File: config.mk
export PLATFORM = sky130hd
export DESIGN_NAME = ascp_top
export DESIGN_NICKNAME = d
export VERILOG_FILES = /design/src/verilog/ascp_sync.v /design/src/verilog/ascp_top.v
export VERILOG_INCLUDE_DIRS = /design/src /design/src/inc
export SDC_FILE = /design/constraint.sdc
export NUM_CORES = 1
export LEC_CHECK = 0
export BUFFER_PORTS_ARGS = -buffer_cell sky130_fd_sc_hd__clkbuf_2
export CAP_MARGIN = 10
export CELL_PAD_IN_SITES_DETAIL_PLACEMENT = 1
export CELL_PAD_IN_SITES_GLOBAL_PLACEMENT = 2
export CORE_MARGIN = 1.5
export CORE_UTILIZATION = 41
export CTS_CLUSTER_DIAMETER = 30
export DETAILED_ROUTE_END_ITERATION = 10
export HOLD_SLACK_MARGIN = 0.06
export PLACE_DENSITY_LB_ADDON = 0.1
export SYNTH_ARGS = -nofsm -noshare
export SYNTH_HDL_FRONTEND = slang
export SYNTH_SLANG_ARGS = --single-unit
File: constraint.sdc
create_clock -name I_CLK -period 8.05 [get_ports I_CLK]
set_input_delay 2.0125 -clock I_CLK [delete_from_list [all_inputs] [get_ports I_CLK]]
set_output_delay 2.0125 -clock I_CLK [all_outputs]
set_load 0.02 [all_outputs]
File: src/inc/ascp_map.vh
`ifndef ASCP_MAP_VH
`define ASCP_MAP_VH
// ----------------------------------------
// Command byte fields
// ----------------------------------------
`define ASCP_BIT_START 7
`define ASCP_BIT_POL 6
`define ASCP_BIT_CLKSRC 5
`define ASCP_BIT_MODE_HI 4
`define ASCP_BIT_MODE_LO 3
`define ASCP_BIT_GP2 2
`define ASCP_BIT_GP1 1
`define ASCP_BIT_GP0 0
`define ASCP_MODE_SHORT 2'h0
`define ASCP_MODE_CAL 2'h1
`define ASCP_MODE_PDOWN 2'h2
`define ASCP_MODE_LONG 2'h3
// ----------------------------------------
// Reset values
// ----------------------------------------
`define ASCP_GP_RESET 3'h0
`define ASCP_POL_RESET 1'h0
`define ASCP_CLKSRC_RESET 1'h1
// ----------------------------------------
// Timing
// ----------------------------------------
`define ASCP_CLK_MHZ 20
`define ASCP_CONV_MAX_US 6
`define ASCP_CONV_CYCLES (`ASCP_CONV_MAX_US * `ASCP_CLK_MHZ)
`define ASCP_SHORT_CLOCKS 24
`define ASCP_LONG_CLOCKS 32
`define ASCP_STROBE_SHORT_EDGE 6'h07
`define ASCP_STROBE_LONG_EDGE 6'h0f
`define ASCP_RESULT_BITS 16
`endif

File: src/verilog/ascp_sync.v
`timescale 1ns/1ns
// Two-flop synchroniser for pins from outside the clock domain
module ascp_sync #(
   parameter W = 1,
   parameter [W-1:0] INIT = {W{1'b0}}
) (
   input wire i_clk,      // System clock
   input wire i_rst,      // Async reset, active high
   input wire [W-1:0] i_d, // Asynchronous input
   output reg [W-1:0] o_q  // Synchronised output
);
   reg [W-1:0] meta;
   // Reset to the pins' idle levels so no false edge follows reset
   always @(posedge i_clk or posedge i_rst) begin
      if (i_rst) begin
         meta <= INIT;
         o_q <= INIT;
      end else begin
         meta <= i_d;
         o_q <= meta;
      end
   end
endmodule

File: src/verilog/ascp_top.v
`timescale 1ns/1ns
`include "ascp_map.vh"
module ascp_top (
   input wire I_CLK,        // 20 MHz system clock
   input wire I_SYS_RST,    // Async reset, active high
   input wire I_RST_N,      // Hardware reset pin, active low
   input wire I_SHDN_N,     // Hardware shutdown pin, active low; synchronised but drives no logic
   input wire I_CS_N,       // Chip select, active low
   input wire I_SCLK,       // Host serial clock
   input wire I_DIN,        // Serial command input
   input wire [13:0] I_RESULT, // Converter result word
   output reg O_DOUT,       // Serial result output
   output reg O_DOUT_OE,    // Result output enable
   output reg O_STRB,       // Conversion strobe
   output reg O_STRB_OE,    // Strobe output enable
   output reg [2:0] O_GP,   // General-purpose outputs 2..0
   output reg O_POL,        // Polarity select, 1 unipolar
   output reg O_CLKSRC,     // Conversion clock source, 1 internal
   output reg O_CAL,        // Calibration request pulse
   output reg O_PDOWN       // Software power-down level
);
   // ----------------------------------------
   // Pin synchronisation
   // ----------------------------------------
   wire [4:0] pins;
   ascp_sync #(.W(5), .INIT(5'h1c)) u_sync (
      .i_clk(I_CLK),
      .i_rst(I_SYS_RST),
      .i_d({I_RST_N, I_SHDN_N, I_CS_N, I_SCLK, I_DIN}),
      .o_q(pins)
   );
   wire rst_n_s = pins[4];
   wire cs_n_s = pins[2];
   wire sclk_s = pins[1];
   wire din_s = pins[0];
   reg sclk_d;
   reg cs_d;
   wire sclk_rise = sclk_s & ~sclk_d & ~cs_n_s;
   wire sclk_fall = ~sclk_s & sclk_d & ~cs_n_s;
   wire cs_fall = ~cs_n_s & cs_d;

   localparam ST_IDLE = 4'h1;
   localparam ST_CMD = 4'h2;
   localparam ST_CONV = 4'h4;
   localparam ST_OUT = 4'h8;
   reg [3:0] state;
   reg [2:0] bit_cnt;
   reg [6:0] shreg;
   reg [5:0] edge_cnt;
   reg [5:0] edge_end;
   reg [7:0] conv_cnt;
   reg [15:0] result;
   reg [4:0] out_cnt;
   reg armed;
   wire [7:0] cmd = {shreg, din_s};

   function is_long;
      input [1:0] m;
      begin
         is_long = (m == `ASCP_MODE_LONG);
      end
   endfunction

   // ----------------------------------------
   // Command, conversion and readout
   // ----------------------------------------
   always @(posedge I_CLK or posedge I_SYS_RST) begin
      if (I_SYS_RST) begin
         sclk_d <= 1'b0;
         cs_d <= 1'b1;
         state <= ST_IDLE;
         bit_cnt <= 3'h0;
         shreg <= 7'h0;
         edge_cnt <= 6'h0;
         edge_end <= 6'h0;
         conv_cnt <= 8'h0;
         result <= 16'h0;
         out_cnt <= 5'h0;
         armed <= 1'b1;
         O_DOUT <= 1'b0;
         O_DOUT_OE <= 1'b0;
         O_STRB <= 1'b0;
         O_STRB_OE <= 1'b1;
         O_GP <= `ASCP_GP_RESET;
         O_POL <= `ASCP_POL_RESET;
         O_CLKSRC <= `ASCP_CLKSRC_RESET;
         O_CAL <= 1'b0;
         O_PDOWN <= 1'b0;
      end else if (!rst_n_s) begin
         // Pin reset returns state and outputs to power-on values, except O_DOUT
         state <= ST_IDLE;
         armed <= 1'b1;
         O_GP <= `ASCP_GP_RESET;
         O_POL <= `ASCP_POL_RESET;
         O_CLKSRC <= `ASCP_CLKSRC_RESET;
         O_STRB <= 1'b0;
         O_CAL <= 1'b0;
         O_PDOWN <= 1'b0;
         O_DOUT_OE <= 1'b0;
         O_STRB_OE <= 1'b1;
      end else begin
         sclk_d <= sclk_s;
         cs_d <= cs_n_s;
         O_CAL <= 1'b0;
         O_DOUT_OE <= ~cs_n_s;
         O_STRB_OE <= O_CLKSRC | ~cs_n_s;
         if (cs_fall)
            armed <= 1'b1;
         case (state)
            ST_IDLE: begin
               if (sclk_rise && din_s && armed) begin
                  state <= ST_CMD;
                  bit_cnt <= 3'h0;
                  shreg <= 7'h1;
                  armed <= 1'b0;
               end
            end
            ST_CMD: begin
               if (sclk_rise) begin
                  shreg <= {shreg[5:0], din_s};
                  bit_cnt <= bit_cnt + 3'h1;
                  if (bit_cnt == 3'h6) begin
                     // Gp bits all update in one cycle
                     O_GP <= cmd[`ASCP_BIT_GP2:`ASCP_BIT_GP0];
                     O_POL <= cmd[`ASCP_BIT_POL];
                     O_CLKSRC <= cmd[`ASCP_BIT_CLKSRC];
                     O_PDOWN <= 1'b0;
                     edge_cnt <= 6'h0;
                     edge_end <= is_long(cmd[4:3]) ?
                        `ASCP_STROBE_LONG_EDGE : `ASCP_STROBE_SHORT_EDGE;
                     conv_cnt <= 8'h0;
                     case (cmd[4:3])
                        `ASCP_MODE_PDOWN: begin
                           O_PDOWN <= 1'b1;
                           state <= ST_IDLE;
                        end
                        `ASCP_MODE_CAL: begin
                           O_CAL <= 1'b1;
                           state <= ST_CONV;
                           O_STRB <= ~cmd[`ASCP_BIT_CLKSRC];
                        end
                        default: begin
                           state <= ST_CONV;
                           O_STRB <= 1'b0;
                        end
                     endcase
                  end
               end
            end
            ST_CONV: begin
               if (O_CLKSRC) begin
                  // Runs on regardless of select
                  conv_cnt <= conv_cnt + 8'h1;
                  if (conv_cnt == `ASCP_CONV_CYCLES - 1) begin
                     result <= {I_RESULT, 2'h0};
                     O_DOUT <= I_RESULT[13];
                     O_STRB <= 1'b1;
                     out_cnt <= 5'h0;
                     armed <= 1'b1;
                     state <= ST_OUT;
                  end
               end else begin
                  O_STRB <= 1'b0;
                  if (sclk_fall) begin
                     edge_cnt <= edge_cnt + 6'h1;
                     if (edge_cnt == edge_end - 6'h1)
                        O_STRB <= 1'b1;
                     if (edge_cnt == edge_end) begin
                        result <= {I_RESULT, 2'h0};
                        O_DOUT <= I_RESULT[13];
                        out_cnt <= 5'h0;
                        armed <= 1'b1;
                        state <= ST_OUT;
                     end
                  end
               end
            end
            ST_OUT: begin
               if (!O_CLKSRC)
                  O_STRB <= 1'b0;
               if (sclk_fall) begin
                  result <= {result[14:0], 1'b0};
                  O_DOUT <= result[14];
                  out_cnt <= out_cnt + 5'h1;
                  if (out_cnt == `ASCP_RESULT_BITS - 2)
                     state <= ST_IDLE;
               end
            end
            default: state <= ST_IDLE;
         endcase
         // Reselect alone aborts nothing; only a fresh start bit does,
         // so a split frame or a late readout survives deselect
         if (state != ST_IDLE && state != ST_CMD && sclk_rise && din_s &&
             armed) begin
            state <= ST_CMD;
            bit_cnt <= 3'h0;
            shreg <= 7'h1;
            armed <= 1'b0;
         end
      end
   end
endmodule
==> results by group, run 1 <==
Outcome
  • Status: complete, no violations

Synth
  • Synth Warn #: 0
  • Mean Syn Cell Area: about 10 um2
  • Yosys reg bits: ~70
  • Mapped cell area: ~0.0034 mm2
  • Asr flop ratio synth: between 90% and 100%
  • Most used DFF post-synth: dfrtp_1
  • Synth unique cells: 54
  • Mapped Nets: 374
  • Part of the Yosys area used for sequential elements: between 50% and 60%
  • Number of flops mapped to enable cells by yosys: 0
  • Syn Inst Count: about 350

Floorplan
  • Die area: between 0.008 and 0.009 mm2
  • Area of the core: around 0.0082 mm2
  • FP Rows: 33
  • Die Ht: between 90 and 100 um
  • Die Wd: 94.71 um
  • Initial Util: about 42%
  • Top Ports: 32

Timing
  • Final setup viols: 0
  • Pins Over Slew Limit: 0
  • FMAX: a little over 0.3 GHz
  • Fin. Hold Viols: 0
  • Post-layout min period: between 3000 and 4000 ps
  • Slew HR: 40.88%
  • Fin crit share: about two fifths
  • Slew @ Worst Pin: roughly 890 ps
  • RSZ-0062 raised after global routing: no
  • Worst Skew: ~11 ps
  • Setup TNS Final: 0 ps

Pwr
  • Pwr per Cell Area: 205.8 mW/mm2
  • Comb power frac: 5.7%
  • Cell-internal power: about 0.63 mW
  • LEAKAGE: about 1.8 nW
  • Reg power frac: 45.9%
  • Max VDD drop: around 0.00011 V
  • Total Power: 0.8123 mW
  • Net Switching: between 0.15 and 0.2 mW
  • Sw frac: about 22%
  • Clock share of power: about half

Cells and area
  • Inserted Diodes: 0
  • Commonest non-fill, non-tap cell in the layout: nand2_1
  • Fillers: about 940
  • P&R area growth vs syn: 14.48%
  • Share of layout cells above drive strength 1: a little under a quarter
  • Final net count: 401
  • Commonest non-fill, non-tap cells in the layout: nand2_1 (71), dfrtp_1 (60), clkbuf_2 (30)

Worst setup path
  • CP max FO: 11
  • Max stage delay on crit path: between 600 and 700 ps
  • Crit path DAT: around 1200 ps
  • R2r endpoint: result[9]$_DFFE_PP0P_
  • Crit start category: flip-flop
  • CP max-delay cell: dfstp_2
  • Cell Chain, Critical Path: clkbuf_2
  • FF-to-FF path depth: 5
  • Worst Setup End Kind: primary output
  • WP buf/inv: 1
  • CP required: between 6000 and 7000 ps
  • Worst reg-to-reg setup slack: slightly below 5000 ps
  • Kind of cell adding the most delay to the critical path: flip-flops
  • Setup CP Type: flip-flop to primary output
  • Worst r2r src: state[2]$_DFFE_PP0P_

Clock network
  • Post-CTS Setup Repair Bufs: 0
  • CTS tree: done
  • Clk root buf: clkbuf_8
  • CTS Buf Count: 9
  • Post-CTS Hold Fix Bufs: 0
  • CTS-repair resized insts: 0
  • Worst-Skew Late Latency: approximately 350 ps
  • Clock sinks: 69
  • Clock transition at the registers of the reported paths: approximately 70 ps
  • H-tree lvl count: 3
  • Maximum root-to-sink buffer count: 2

Worst hold path
  • Hold Path Origin: u_sync.meta[1]$_DFF_PP0_
  • Hold-critical path depth: 0
  • Worst Hold Class: flip-flop to flip-flop
  • WHS Endpoint: u_sync.o_q[1]$_DFF_PP0_

Detailed routing
  • # DRC: 0
  • Detail Route Antenna Nets: 0
  • Vias per cell: 5.507
  • Vias: about 2,700
  • Drt total wl: around 8 mm
  • Routed len/inst: between 15 and 20 um
  • Initial DRT Pass Iterations: 4
  • DR iter-0 viols: roughly 100

Placement
  • Port Buf Inserts: 30
  • RePlAce Congestion: between 0.7 and 0.8
  • Final HPWL from detailed placement: ~5.4 mm

Global routing
  • Largest net degree at the start of global routing: 70
  • Initial antenna violation count: 0
  • Vias in the first global route: roughly 2,700
  • Tot GR Track Use: between 15 and 20%
  • Grt total ovfl: 0
  • Global-route wire length before repair: between 10 and 15 mm

Flow run
  • Max cap viols: 0
[flip-flops by register name, summed over array words and instances, names as in the netlist, 2 cells and up]
| register | cells |
|---|---|
| result | 13 |
| conv_cnt | 8 |
| edge_cnt | 6 |
| shreg | 6 |
| out_cnt | 5 |
| state | 4 |
| u_sync.meta | 4 |
| u_sync.o_q | 4 |
| O_GP | 3 |
| bit_cnt | 3 |
| edge_end | 2 |
[cells by family after synthesis]
logic type	after synthesis	synth area share [%]
compound gates	73	13.93
xor+xnor	7	1.778
fa+ha+maj	7	2.540
buf+inv	29	3.882
flops	69	50.40
mux	20	7.257
simple gates	141	20.21
[power groups by stage]
stage          registers [mW]  clock network [mW]  logic, mW
6_report                0.373               0.393     0.0467
5_1_grt                 0.375               0.415     0.0538
4_1_cts                 0.373               0.400     0.0478
3_5_place_dp            0.379                   0     0.0474
3_3_place_gp            0.378                   0     0.0470
2_1_floorplan           0.370                   0     0.0403
[synthesized netlist by cell type, types with 2 or more instances]
cell type / n / area share, %
a31oi_1: 4 / 0.73
xor2_1: 5 / 1.3
a22o_1: 6 / 1.5
o41ai_1: 3 / 0.76
and3_1: 2 / 0.36
nand3_1: 11 / 1.6
inv_1: 11 / 1.2
nor3b_1: 2 / 0.44
or4b_2: 2 / 0.58
nor3_1: 3 / 0.44
nor2_1: 18 / 2.0
dfstp_2: 9 / 6.9
or3_1: 5 / 0.91
a211oi_1: 2 / 0.44
mux2_2: 12 / 3.9
nor4_1: 2 / 0.36
nor4b_2: 2 / 0.87
nand2b_1: 3 / 0.54
a21oi_1: 10 / 1.5
o21ai_0: 28 / 4.1
nand2_1: 71 / 7.7
o31ai_1: 9 / 2.0
mux2_4: 7 / 3.0
ha_1: 7 / 2.5
xnor2_1: 2 / 0.51
dfrtp_1: 60 / 44
nand4_1: 8 / 1.5
nor4b_1: 2 / 0.51
clkbuf_1: 15 / 1.6
[stage by stage]
step | hold WS (ps) | utilization [%] | cells | setup WS, ps | area [um2]
after global placement | 333.0 | 44.86 | 467 | 4908 | 3667
after floorplan | 331.2 | - | 346 | 4313 | 3448
final | 355.3 | 48.29 | 483 | 4830 | 3948
after global routing | 362.2 | 48.29 | 483 | 4720 | 3948
after detailed placement | 335.6 | 44.86 | 467 | 4864 | 3667
after CTS | 355.1 | 48.29 | 483 | 4817 | 3948
[cell type report]
cell class	instances	area (um2)	share of cell area, %
flip-flops and latches	69	1738	44.03
clock inverters	5	128.9	3.265
clock buffers	11	151.4	3.835
repair buffers	34	180.2	4.564
multi-input cells	248	1577	39.94
well taps	105	131.4	3.328
inverters	11	41.29	1.046
[routing by layer]
layer / vias up / share of wire, % / global-route usage, %
met2: 36 / 46 / 29.64
met4: 0 / 2.2 / 9.950
met5: - / 0 / 0
met1: 1323 / 50 / 27.65
li1: 1285 / - / -
met3: 16 / 2.4 / 3.140
[worst max-delay path by stage]
stage	from	end	cells after the start
after global routing	state[2]$_DFFE_PP0P_	result[9]$_DFFE_PP0P_	5
after global placement	state[1]$_DFFE_PP0P_	result[11]$_DFFE_PP0P_	5
after CTS	O_CLKSRC$_DFFE_PP1P_	O_CLKSRC	1
after floorplan	I_SYS_RST	O_CAL$_DFF_PP0_	1
after detailed placement	state[2]$_DFFE_PP0P_	result[9]$_DFFE_PP0P_	5
final	O_CLKSRC$_DFFE_PP1P_	O_CLKSRC	1
[worst register-to-register path, delay by kind of cell (launching register included)]
kind               cells  cell delay, ps
AOI/OAI and AO/OA      1             240
DFF                    1             510
muxes                  1             430
and+or+nand+nor        3            1910
Note: power is estimated with default switching activity, not from simulation.
==> run 2, diff against run 1 <==
CORE_UTILIZATION = 34   (was 41)
clock period = 2.7 ns   (was 8.05 ns; I/O delays follow)
==> run 2 against run 1 <==
Sequential power grew to 2.9 times the previous value. Global-route usage is 3.3 points lower. Largest cell class unchanged. Register-to-register slack worse by 4800 ps. First-iteration DRC count decreased by 0.99%. Cell count up 8.9%. Clock skew decreased by 3.3 ps. Combinational power grew to 3.4 times the previous value. Largest power group is now sequential cells. Sequential share of layout area down 1.3 points. Critical path depth rose by 5. Clock-buffer cell count is 1 lower. Worst setup slack worse by 4700 ps. Non-clock buffer count increased by 15.
==> results by group, run 2 (synthesis results as in run 1) <==
Outcome
  • Status: complete, no violations

Cells and area
  • Core Util, Final: 41.39% (-6.9 points)
  • Largest Register: result
  • Commonest non-fill, non-tap cell in the layout: nand2_1
  • Inserted Diodes: 0 (unchanged)
  • Share of layout cells above drive strength 1: 26.72% (+2.9 points)
  • P&R area growth vs syn: 17.85%
  • Fillers: 1,171 (+25%)
  • Commonest non-fill, non-tap cells in the layout: nand2_1 (71), dfrtp_1 (60), clkbuf_2 (30)
  • Largest register FFs: 13 (unchanged)
  • Top flop regs: result x13, conv_cnt x8
  • Final net count: 416 (+3.7%)

Clock network
  • H-tree lvl count: 3 (unchanged)
  • Clk root buf: clkbuf_8
  • Clock transition at the registers of the reported paths: 70 ps (about the same)
  • Post-CTS Hold Fix Bufs: 0 (unchanged)
  • Clock sinks: 69 (unchanged)
  • CTS-repair resized insts: 0 (unchanged)
  • Worst-Skew Late Latency: 340 ps (about the same)
  • Maximum root-to-sink buffer count: 2 (unchanged)
  • CTS tree: done
  • CTS Buf Count: 9 (unchanged)
  • Post-CTS Setup Repair Bufs: 0 (unchanged)

Detailed routing
  • Detail Route Antenna Nets: 0 (unchanged)
  • Vias: 2,689 (+1.1%)
  • # DRC: 0 (unchanged)
  • Vias per cell: 5.112 (-7.2%)
  • DR iter-0 viols: 100 (-0.99%)
  • Drt total wl: 8.314 mm (+4.4%)
  • Initial DRT Pass Iterations: 4 (unchanged)
  • Routed len/inst: 15.81 um (-4.1%)

Timing
  • FMAX: around 0.38 GHz
  • Pins Over Slew Limit: 0 (unchanged)
  • Post-layout min period: 2608 ps
  • Fin. Hold Viols: 0 (unchanged)
  • Slew @ Worst Pin: 676.0 ps (-210.8 ps)
  • Setup TNS Final: 0 ps (unchanged)
  • RSZ-0062 raised after global routing: no
  • Fin crit share: ~97%
  • Slew HR: 54.30% (+13 points)
  • Final setup viols: 0 (unchanged)
  • Worst Skew: 7.157 ps (-3.346 ps)

Global routing
  • Largest net degree at the start of global routing: 70 (unchanged)
  • Global-route wire length before repair: 14.17 mm (+5.3%)
  • Tot GR Track Use: 16.54% (-3.3 points)
  • Routing usage on met3: 3.335% (+0.20 points)
  • Grt met1 use: 22.74% (-4.9 points)
  • Met2 usage: 25.52% (-4.1 points)
  • Vias in the first global route: 2,771 (+2.2%)
  • Most used routing layer: met2
  • Grt total ovfl: 0 (unchanged)
  • Initial antenna violation count: 0 (unchanged)

Floorplan
  • Die Ht: 103.7 um (+9.5%)
  • FP Rows: 36 (+9.1%)
  • Initial Util: 35.12% (-7.1 points)
  • Die area: 0.01075 mm2 (+20%)
  • Area of the core: 0.009819 mm2 (+20%)
  • Top Ports: 32 (unchanged)
  • Die Wd: 103.7 um (+9.5%)

Worst setup path
  • Worst reg-to-reg setup slack: 90 ps (-4760 ps)
  • Setup CP Type: flip-flop to flip-flop
  • Worst Setup End Kind: flip-flop
  • Crit start category: flip-flop
  • Cell Chain, Critical Path: or3b_4 > or4_4 > o21a_4 > or3_1 > buf_12 > mux2_4
  • Crit path DAT: 2840 ps (+1630 ps)
  • Max stage delay on crit path: 520 ps (-130 ps)
  • CP max FO: 17 (+6)
  • CP required: 2930 ps (-3110 ps)
  • CP max-delay cell: or4_4

Worst hold path
  • Worst Hold Class: flip-flop to flip-flop

Pwr
  • Sw frac: 24.02% (+2.0 points)
  • Max VDD drop: 0.0003290 V (+200%)
  • Net Switching: 0.5310 mW (+200%)
  • Comb power frac: 7.1% (+1.4 points)
  • LEAKAGE: 1.815 nW (+3.0%)
  • Clock share of power: 42.9% (-5.5 points)
  • Reg power frac: 50.0% (+4.1 points)
  • Cell-internal power: 1.680 mW (+170%)
  • Pwr per Cell Area: 544.0 mW/mm2 (+160%)

Placement
  • RePlAce Congestion: 0.7862 (+0.40%)
  • Final HPWL from detailed placement: 5.769 mm (+6.6%)
  • Port Buf Inserts: 30 (unchanged)

Flow run
  • Max cap viols: 0 (unchanged)
-- run 2: cell count changes in the layout (fill, tap and decap cells not counted) --
cell	before	now
buf_12	0	2
clkinv_2	0	2
inv_6	1	0
clkinvlp_4	0	1
bufinv_16	4	2
buf_4	4	17
clkinv_4	0	1
clkbuf_8	11	10
-- run 2: metal layers --
metal	up-vias	routed length, um
met4	0	139
met2	27	3809
met3	11	190
li1	1315	-
met1	1336	4174
met5	-	0
-- run 2: critical path: cells and delay by family (launching register included) --
family / cells / cell delay [ps]
DFF: 1 / 420
buffers and inverters: 1 / 180
muxes: 1 / 300
and+or+nand+nor: 3 / 1330
AOI/OAI and AO/OA: 1 / 260
-- run 2: through the flow --
step,cell area (um2),worst slack [ps],hold slack (ps),power [mW],std cells
after floorplan,3448,148.5,331.2,1.223,346
after global placement,3840,134.7,332.6,1.279,510
after detailed placement,3840,99.51,338.6,1.285,510
after CTS,4064,85.07,357.2,2.256,526
after global routing,4064,27.01,361.4,2.322,526
final,4064,92.10,355.7,2.211,526
-- run 2: cell type report --
| cell class | instances | area, um2 | share of cell area [%] |
|---|---|---|---|
| Tap cell | 133 | 166.4 | 4.095 |
| Inverter | 11 | 41.29 | 1.016 |
| Clock inverter | 6 | 86.33 | 2.124 |
| Multi-Input combinational cell | 248 | 1577 | 38.79 |
| Sequential cell | 69 | 1738 | 42.76 |
| Clock buffer | 10 | 137.6 | 3.387 |
| Timing Repair Buffer | 49 | 317.8 | 7.820 |
-- run 2: final timing paths --
| check | cells past startpoint | endpoint | startpoint |
|---|---|---|---|
| min in group asynchronous | 3 | u_sync.meta[1]$_DFF_PP0_ | I_SYS_RST |
| worst min register to register | 0 | u_sync.o_q[1]$_DFF_PP0_ | u_sync.meta[1]$_DFF_PP0_ |
| max in group asynchronous | 3 | state[0]$_DFFE_PP1P_ | I_SYS_RST |
| worst max-delay path | 6 | out_cnt[1]$_DFFE_PP0P_ | u_sync.o_q[1]$_DFF_PP0_ |
| worst min-delay path | 0 | u_sync.o_q[1]$_DFF_PP0_ | u_sync.meta[1]$_DFF_PP0_ |
| worst max register to register | 6 | out_cnt[1]$_DFFE_PP0P_ | u_sync.o_q[1]$_DFF_PP0_ |
-- run 2: power groups by stage --
stage / registers, mW / logic (mW) / clock network, mW
floorplan: 1.10 / 0.120 / 0
global placement: 1.12 / 0.157 / 0
detailed placement: 1.12 / 0.161 / 0
CTS: 1.10 / 0.162 / 0.989
global route: 1.11 / 0.179 / 1.03
finish: 1.10 / 0.158 / 0.948
